## src/cec_pkg.sv

```systemverilog
// Purpose: Shared constants for the comparator event control block
// Assumes: APB slave with 32-bit data, one aligned word per register
// Notes:   Control word is 16 bits; the upper half of the bus reads zero

package cec_pkg;

    ////////////////////////////////////////////////////////////////////////
    // Register byte offsets
    localparam int unsigned  CEC_ADDR_W      = 12;
    localparam logic [11:0]  CEC_OFS_CTRL    = 12'h000;
    localparam logic [11:0]  CEC_OFS_STATUS  = 12'h004;
    localparam logic [11:0]  CEC_OFS_IRQ_EN  = 12'h008;
    localparam logic [11:0]  CEC_OFS_IRQ_CLR = 12'h00c;

    ////////////////////////////////////////////////////////////////////////
    // Control word layout
    localparam int unsigned  CEC_CTRL_W      = 16;
    localparam int unsigned  CEC_ON_BIT      = 15;
    localparam int unsigned  CEC_OE_BIT      = 14;
    localparam int unsigned  CEC_INV_BIT     = 13;
    localparam int unsigned  CEC_LP_BIT      = 12;
    localparam int unsigned  CEC_EVT_BIT     = 9;
    localparam int unsigned  CEC_RES_BIT     = 8;
    localparam int unsigned  CEC_EDGE_LO     = 6;
    localparam int unsigned  CEC_REF_BIT     = 4;
    localparam int unsigned  CEC_CH_LO       = 0;
    // Plain storage bits; event flag and result are kept apart
    localparam logic [15:0]  CEC_CTRL_WMASK  = 16'hf0d3;
    localparam logic [15:0]  CEC_CTRL_RESET  = 16'h0000;

    ////////////////////////////////////////////////////////////////////////
    // Interrupt status, enable and clear layout
    localparam int unsigned  CEC_IRQ_W       = 2;
    localparam int unsigned  CEC_IRQ_EVENT   = 0;
    localparam int unsigned  CEC_IRQ_CHANGE  = 1;
    localparam logic [1:0]   CEC_IRQ_RESET   = 2'h0;

    ////////////////////////////////////////////////////////////////////////
    // Event edge selection codes
    typedef enum logic [1:0]
    {
        CEC_EDGE_OFF  = 2'h0,
        CEC_EDGE_RISE = 2'h1,
        CEC_EDGE_FALL = 2'h2,
        CEC_EDGE_ANY  = 2'h3
    } cec_edge_t;

    // True for any offset that holds a register
    function automatic logic cec_mapped(input logic [11:0] addr);
        cec_mapped = (addr == CEC_OFS_CTRL) || (addr == CEC_OFS_STATUS) ||
                     (addr == CEC_OFS_IRQ_EN) || (addr == CEC_OFS_IRQ_CLR);
    endfunction : cec_mapped

endpackage : cec_pkg

```

## src/cec_edge_detect.sv

```systemverilog
// Purpose: Polarity and transition detection of the comparator output
// Assumes: rawResult is synchronous to sys_clk
// Notes:   Edges are seen only after two enabled cycles in a row

module cec_edge_detect
    import cec_pkg::*;
(
    input  wire logic  sys_clk,
    input  wire logic  rst,
    input  wire logic  chanOn,
    input  wire logic  invert,
    input  wire logic  rawResult,
    output logic       result,
    output logic       rise,
    output logic       fall
);

    logic  prev;
    logic  valid;
    logic  prevValid;
    logic  next_result;
    logic  next_prev;
    logic  next_valid;
    logic  next_prevValid;

    ////////////////////////////////////////////////////////////////////////
    always_comb
    begin
        // Disabled channel reads zero and arms nothing
        next_result    = chanOn ? (rawResult ^ invert) : 1'b0;
        next_valid     = chanOn;
        next_prev      = result;
        next_prevValid = valid & chanOn;
    end

    always_ff @(posedge sys_clk or posedge rst)
    begin
        if (rst)
        begin
            result    <= 1'b0;
            prev      <= 1'b0;
            valid     <= 1'b0;
            prevValid <= 1'b0;
        end
        else
        begin
            result    <= next_result;
            prev      <= next_prev;
            valid     <= next_valid;
            prevValid <= next_prevValid;
        end
    end

    ////////////////////////////////////////////////////////////////////////
    // Prevents a false edge when the channel is switched on
    assign rise = chanOn & valid & prevValid & result & ~prev;
    assign fall = chanOn & valid & prevValid & ~result & prev;

endmodule : cec_edge_detect

```

## src/cec_comparator_ctrl.sv

```systemverilog
// Purpose: APB control and event logic for one comparator channel
// Assumes: APB master, zero wait states, front end output synchronous
// Notes:   Event flag blocks triggers until software writes it to zero
//
// Chosen here: register access over APB and the placing of the registers.

////////////////////////////////////////////////////////////////////////////
module cec_comparator_ctrl
    import cec_pkg::*;
(
    input  wire logic                   sys_clk,
    input  wire logic                   rst,
    input  wire logic                   psel,
    input  wire logic                   penable,
    input  wire logic                   pwrite,
    input  wire logic [CEC_ADDR_W-1:0]  paddr,
    input  wire logic [31:0]            pwdata,
    output logic      [31:0]            prdata,
    output logic                        pready,
    output logic                        pslverr,
    input  wire logic                   rawCompare,
    output logic                        comparatorEnable,
    output logic                        lowPowerMode,
    output logic                        referenceSelect,
    output logic      [1:0]             inputChannelSelect,
    output logic                        compareOutputPin,
    output logic                        compareOutputPinEnableN,
    output logic                        triggerPulse,
    output logic                        irq
);

    ////////////////////////////////////////////////////////////////////////
    // Declarations
    logic [CEC_CTRL_W-1:0]  ctrl;
    logic [CEC_CTRL_W-1:0]  next_ctrl;
    logic                   eventFlag;
    logic                   next_eventFlag;
    logic [CEC_IRQ_W-1:0]   irqStatus;
    logic [CEC_IRQ_W-1:0]   next_irqStatus;
    logic [CEC_IRQ_W-1:0]   irqEnable;
    logic [CEC_IRQ_W-1:0]   next_irqEnable;
    logic [31:0]            next_prdata;
    logic                   next_triggerPulse;
    logic                   next_compareOutputPin;
    logic                   next_compareOutputPinEnableN;
    logic                   next_irq;

    logic                   chanOn;
    logic                   pinEnable;
    logic                   invert;
    cec_edge_t              edgeSel;
    logic                   result;
    logic                   rise;
    logic                   fall;
    logic                   edgeMatch;
    logic                   trigger;
    logic [CEC_CTRL_W-1:0]  ctrlView;

    logic                   setupPhase;
    logic                   wrAccess;
    logic                   wrCtrl;
    logic                   wrIrqEn;
    logic                   wrIrqClr;

    ////////////////////////////////////////////////////////////////////////
    // Field decode
    assign chanOn    = ctrl[CEC_ON_BIT];
    assign pinEnable = ctrl[CEC_OE_BIT];
    assign invert    = ctrl[CEC_INV_BIT];
    assign edgeSel   = cec_edge_t'(ctrl[CEC_EDGE_LO +: 2]);

    // Front end configuration straight from the stored bits
    assign comparatorEnable   = chanOn;
    assign lowPowerMode       = ctrl[CEC_LP_BIT];
    assign referenceSelect    = ctrl[CEC_REF_BIT];
    assign inputChannelSelect = ctrl[CEC_CH_LO +: 2];

    ////////////////////////////////////////////////////////////////////////
    // Polarity and transitions
    cec_edge_detect u_edge
    (
        .sys_clk   (sys_clk),
        .rst       (rst),
        .chanOn    (chanOn),
        .invert    (invert),
        .rawResult (rawCompare),
        .result    (result),
        .rise      (rise),
        .fall      (fall)
    );

    ////////////////////////////////////////////////////////////////////////
    // Event selection
    always_comb
    begin
        case (edgeSel)
            CEC_EDGE_ANY:  edgeMatch = rise | fall;
            CEC_EDGE_FALL: edgeMatch = invert ? rise : fall;
            CEC_EDGE_RISE: edgeMatch = invert ? fall : rise;
            CEC_EDGE_OFF:  edgeMatch = 1'b0;
            default:       edgeMatch = 1'b0;
        endcase
    end

    // Flag held high masks every later edge
    assign trigger = chanOn & edgeMatch & ~eventFlag;

    ////////////////////////////////////////////////////////////////////////
    // APB decode
    assign setupPhase = psel & ~penable;
    assign wrAccess   = psel & penable & pwrite;
    assign wrCtrl     = wrAccess && (paddr == CEC_OFS_CTRL);
    assign wrIrqEn    = wrAccess && (paddr == CEC_OFS_IRQ_EN);
    assign wrIrqClr   = wrAccess && (paddr == CEC_OFS_IRQ_CLR);

    // No wait states; unmapped addresses answer with an error
    assign pready  = 1'b1;
    assign pslverr = psel & penable & ~cec_mapped(paddr);

    // Read view of the control word
    always_comb
    begin
        ctrlView              = ctrl & CEC_CTRL_WMASK;
        ctrlView[CEC_EVT_BIT] = eventFlag;
        ctrlView[CEC_RES_BIT] = result;
    end

    ////////////////////////////////////////////////////////////////////////
    // Control register and event flag
    always_comb
    begin
        next_ctrl      = ctrl;
        next_eventFlag = eventFlag;
        if (wrCtrl)
        begin
            // Unimplemented and read-only positions never store
            next_ctrl      = pwdata[CEC_CTRL_W-1:0] & CEC_CTRL_WMASK;
            next_eventFlag = pwdata[CEC_EVT_BIT];
        end
        // Hardware set beats a software clear in the same cycle
        if (trigger)
        begin
            next_eventFlag = 1'b1;
        end
    end

    always_ff @(posedge sys_clk or posedge rst)
    begin
        if (rst)
        begin
            ctrl      <= CEC_CTRL_RESET;
            eventFlag <= 1'b0;
        end
        else
        begin
            ctrl      <= next_ctrl;
            eventFlag <= next_eventFlag;
        end
    end

    ////////////////////////////////////////////////////////////////////////
    // Interrupt enable
    always_comb
    begin
        next_irqEnable = irqEnable;
        if (wrIrqEn)
        begin
            next_irqEnable = pwdata[CEC_IRQ_W-1:0];
        end
    end

    always_ff @(posedge sys_clk or posedge rst)
    begin
        if (rst)
        begin
            irqEnable <= CEC_IRQ_RESET;
        end
        else
        begin
            irqEnable <= next_irqEnable;
        end
    end

    ////////////////////////////////////////////////////////////////////////
    // Sticky interrupt status, write one to clear
    always_comb
    begin
        next_irqStatus = irqStatus;
        if (wrIrqClr)
        begin
            next_irqStatus = irqStatus & ~pwdata[CEC_IRQ_W-1:0];
        end
        // Set after clear so a same-cycle event survives
        if (trigger)
        begin
            next_irqStatus[CEC_IRQ_EVENT] = 1'b1;
        end
        if (rise | fall)
        begin
            next_irqStatus[CEC_IRQ_CHANGE] = 1'b1;
        end
    end

    always_ff @(posedge sys_clk or posedge rst)
    begin
        if (rst)
        begin
            irqStatus <= CEC_IRQ_RESET;
        end
        else
        begin
            irqStatus <= next_irqStatus;
        end
    end

    ////////////////////////////////////////////////////////////////////////
    // Level interrupt, built from next values to stay aligned with status
    always_comb
    begin
        next_irq = |(next_irqStatus & next_irqEnable);
    end

    always_ff @(posedge sys_clk or posedge rst)
    begin
        if (rst)
        begin
            irq <= 1'b0;
        end
        else
        begin
            irq <= next_irq;
        end
    end

    ////////////////////////////////////////////////////////////////////////
    // Read data, latched in the setup phase so it is a flop in access
    always_comb
    begin
        next_prdata = prdata;
        if (setupPhase)
        begin
            case (paddr)
                CEC_OFS_CTRL:   next_prdata = {16'h0000, ctrlView};
                CEC_OFS_STATUS: next_prdata = {30'h00000000, irqStatus};
                CEC_OFS_IRQ_EN: next_prdata = {30'h00000000, irqEnable};
                default:        next_prdata = 32'h00000000;
            endcase
        end
    end

    always_ff @(posedge sys_clk or posedge rst)
    begin
        if (rst)
        begin
            prdata <= 32'h00000000;
        end
        else
        begin
            prdata <= next_prdata;
        end
    end

    ////////////////////////////////////////////////////////////////////////
    // Pin outputs; enable is low while the pin is driven
    always_comb
    begin
        // Pin stays low and undriven unless both bits allow it
        next_compareOutputPinEnableN = ~(chanOn & pinEnable);
        next_compareOutputPin        = chanOn & pinEnable & result;
    end

    always_ff @(posedge sys_clk or posedge rst)
    begin
        if (rst)
        begin
            compareOutputPinEnableN <= 1'b1;
            compareOutputPin        <= 1'b0;
        end
        else
        begin
            compareOutputPinEnableN <= next_compareOutputPinEnableN;
            compareOutputPin        <= next_compareOutputPin;
        end
    end

    ////////////////////////////////////////////////////////////////////////
    // Trigger pulse, one cycle per accepted event
    always_comb
    begin
        next_triggerPulse = trigger;
    end

    always_ff @(posedge sys_clk or posedge rst)
    begin
        if (rst)
        begin
            triggerPulse <= 1'b0;
        end
        else
        begin
            triggerPulse <= next_triggerPulse;
        end
    end

endmodule : cec_comparator_ctrl

```

## config.mk

```make
export PLATFORM = sky130hd
export DESIGN_NAME = cec_comparator_ctrl
export DESIGN_NICKNAME = d
export VERILOG_FILES = /design/src/cec_pkg.sv /design/src/cec_edge_detect.sv /design/src/cec_comparator_ctrl.sv
export SDC_FILE = /design/constraint.sdc
export NUM_CORES = 1
export LEC_CHECK = 0
export BUFFER_PORTS_ARGS = -buffer_cell sky130_fd_sc_hd__clkbuf_2
export CAP_MARGIN = 20
export CELL_PAD_IN_SITES_DETAIL_PLACEMENT = 0
export CELL_PAD_IN_SITES_GLOBAL_PLACEMENT = 1
export CORE_ASPECT_RATIO = 1.25
export CORE_MARGIN = 2
export CORE_UTILIZATION = 32
export DETAILED_ROUTE_END_ITERATION = 7
export PLACE_DENSITY_LB_ADDON = 0.1
export SYNTH_ARGS = -nofsm -noshare
export SYNTH_HDL_FRONTEND = slang
export SYNTH_SLANG_ARGS = --single-unit
```

## constraint.sdc

```tcl
create_clock -name sys_clk -period 1.5 [get_ports sys_clk]
set_input_delay 0.15 -clock sys_clk [delete_from_list [all_inputs] [get_ports sys_clk]]
set_output_delay 0.15 -clock sys_clk [all_outputs]
set_load 0.02 [all_outputs]
```

==> reports/results.txt <==
Synth Area in XOR/XNOR: 1.094%
DRT iter0 DRCs: 21
Final ANT Viol Nets: 0
Startpoint Class: register
Final Skew: 0.004534 ns
Main synth FF type: dfrtp_1
Sum Neg Setup Slack: 0 ns
Tcrit/Tclk final: 96.68%
GRT Total Usage: 12.76%
Synth async-reset ratio: 100.0%
final setup fails: 0
unrepaired setup endpoints after global routing: no
DRC: 0
count of pins over their slew limit: 0
Final HPWL DP: 2554 um
P_leak: 0.001097 uW
DP Area: 0.001924 mm2
Port Buf Inserts: 48
largest net degree at the start of global routing: 34
Clock Sinks: 33
initial antenna violation count: 0
Power Density: 825.9 mW/mm2
CTS clk-pin slew, worst paths: 0.06 ns
vias per cell: 4.545
Mapped Cells: 130
number of global-route vias before repair: 1151
n_diodes: 0
compound-gate portion of the synthesized area: 10.31%
Clock Tree Buf Depth: 2
area share of fa/ha/maj cells after synthesis: 0%
FF/Latch Area: 828.3 um2
CTS root buf: clkbuf_8
# IOs: 93
critical path class: reg -> reg
Util after Layout: 43.07%
synth warn: 0
Post-Synth Simple-Gate Area: 14.77%
area taken by multi-input logic gates: 668.1 um2
WP data arrival: 1.61 ns
die area: 0.005590 mm2
WP data required: 1.66 ns
H-tree depth: 2
FMAX: 689.5 MHz
Post-synth EDFFs: 0
max cap viols: 0
layout net count: 245
area grow syn2layout: 28.13%
CP max FO: 6
syn_area_per_cell: 12.32 um2
chip height: 83.10 um
total grt overflow: 0
Post-Route WL: 3292 um
mux cell area share after synthesis: 8.984%
filler instances: 501
Core ar.: 0.004765 mm2
Yosys reg bits: 33
post-synthesis sequential area ratio: 51.64%
Critical Path Sink Type: register
via count: 1159
First-pass DRT Iterations: 5
DIE WIDTH: 67.28 um
Final Hold Fails: 0
Initial Utilization: 33.61%
Clock Latency Late Sink: 0.28 ns
Row Count: 28
Netlist cell types: 33
ratio of cells with drive above 1 in the final layout: 48.72%
min Tclk post-route: 1.450 ns
first-pass GRT wire length: 5361 um
CTS tree: done
status: finished clean
Hold WC Path Type: in -> reg
Placer Congestion: 0.7259
main combinational cell family by area after synthesis: simple AND/OR/NAND/NOR gates
Final Cell Area: 0.002052 mm2
peak supply drop: 0.5242 mV
total CTS buffers: 5
Post-Synthesis Cell Area: 0.001602 mm2
WL/cell: 12.91 um
-- power breakdown --
group	switching [uW]	internal [uW]	total [uW]
clock network	284	363	647
registers	0.346	891	891
logic	109	47.2	156
-- cells in the final DEF (no fill, tap or decap), drive strengths merged --
cell type / synthesis / routed
xnor2: 1 / 1
mux2i: 2 / 2
a211o: 1 / 1
dfrtp: 32 / 32
and2: 2 / 2
nor2: 5 / 5
a211oi: 1 / 1
mux2: 11 / 11
o31ai: 2 / 2
buf: 26 / 17
and4b: 2 / 2
a21oi: 2 / 2
xor2: 1 / 1
nand2: 4 / 4
clkbuf: 2 / 55
nand2b: 2 / 2
and3: 3 / 3
nor3b: 1 / 1
and4: 1 / 1
a21o: 2 / 2
nor3: 1 / 1
dlygate4sd3: 0 / 1
o2bb2ai: 1 / 1
a22o: 10 / 10
conb: 2 / 22
inv: 1 / 1
dfstp: 1 / 1
nor4: 3 / 3
nand4: 3 / 3
nand3: 1 / 1
a31oi: 2 / 2
nor2b: 2 / 2
-- cell usage after synthesis (all sizes together) (2+ instances only) --
cell type	number	share of area [%]
dfrtp	32	50
buf	26	12
mux2	11	7.7
a22o	10	5.5
nor2	5	1.2
nand2	4	0.94
and3	3	1.2
nand4	3	1.6
nor4	3	4.0
a21o	2	0.94
a21oi	2	0.63
a31oi	2	0.78
and2	2	0.78
and4b	2	1.3
clkbuf	2	0.47
conb	2	0.47
mux2i	2	1.3
nand2b	2	0.78
nor2b	2	0.78
o31ai	2	0.94
-- worst max-delay path: stages, from the launching register on --
cell and delay [ns]:
dfrtp_2 0.44, and4b_1 0.23, a31oi_2 0.15, a211oi_2 0.10, a21o_1 0.18, a22o_1 0.23
-- state kept, by name, summed over array words and instances (netlist names) --
name and cells:
u_edge.valid 1, irqEnable 2, u_edge.prevValid 1, ctrl 9, triggerPulse 1, irq 1
prdata 11, eventFlag 1, irqStatus 2, u_edge.prev 1, compareOutputPin 1, compareOutputPinEnableN 1
u_edge.result 1
-- routing by layer --
layer	vias to the layer above	share of wire, %	GRT usage [%]
li1	546	-	-
met5	-	0	0
met3	6	6.8	4.201
met4	0	2.1	5.566
met1	562	41	16.00
met2	45	50	19.71
-- stage by stage --
stage               total power [uW]  hold WS (ns)  worst slack, ns  cells
CTS                             1720       0.08891          0.04192    254
finish                          1695       0.09610          0.04977    255
global placement                1059        0.2332          -0.1670    246
floorplan                       1042        0.2746          0.01954    150
detailed placement              1062        0.2411          -0.1946    246
global route                    1780       0.08653         0.001065    255
-- cell families (layout without fill, tap and decap cells) --
| kind of cell | count (synthesis) | in the layout |
|---|---|---|
| other | 2 | 22 |
| muxes | 13 | 13 |
| and+or+nand+nor | 30 | 30 |
| DFF | 33 | 33 |
| AOI/OAI and AO/OA | 21 | 21 |
| buffers and inverters | 29 | 74 |
| xor gates and xnor gates | 2 | 2 |
-- worst paths after layout --
| check | startpoint | end | slack (ns) | depth (start not counted) |
|---|---|---|---|---|
| setup reg to reg | u_edge.result | irq | 0.05 | 5 |
| hold / removal | pwdata[13] | ctrl[13] | 0.1 | 2 |
| setup / recovery | u_edge.result | irq | 0.05 | 5 |
| min in group asynchronous | rst | ctrl[7] | 0.48 | 4 |
| hold reg to reg | ctrl[14] | compareOutputPinEnableN | 0.47 | 1 |
| max in group asynchronous | rst | compareOutputPinEnableN | 0.69 | 4 |
-- final cells by class --
type / instances / area share (%)
tap: 60 / 3.659
clock buffer: 7 / 4.207
inverter: 1 / 0.1829
timing repair buffer: 66 / 19.02
sequential: 33 / 40.37
multi-input combinational: 88 / 32.56
-- what timing repair did --
action,CTS,global route
buffers inserted,0,1
setup endpoints to repair,0,3
hold buffers,1,0
endpoints found under the hold margin,32,0
resized for setup,0,5
No activity file was read; power rests on OpenSTA's default activity.
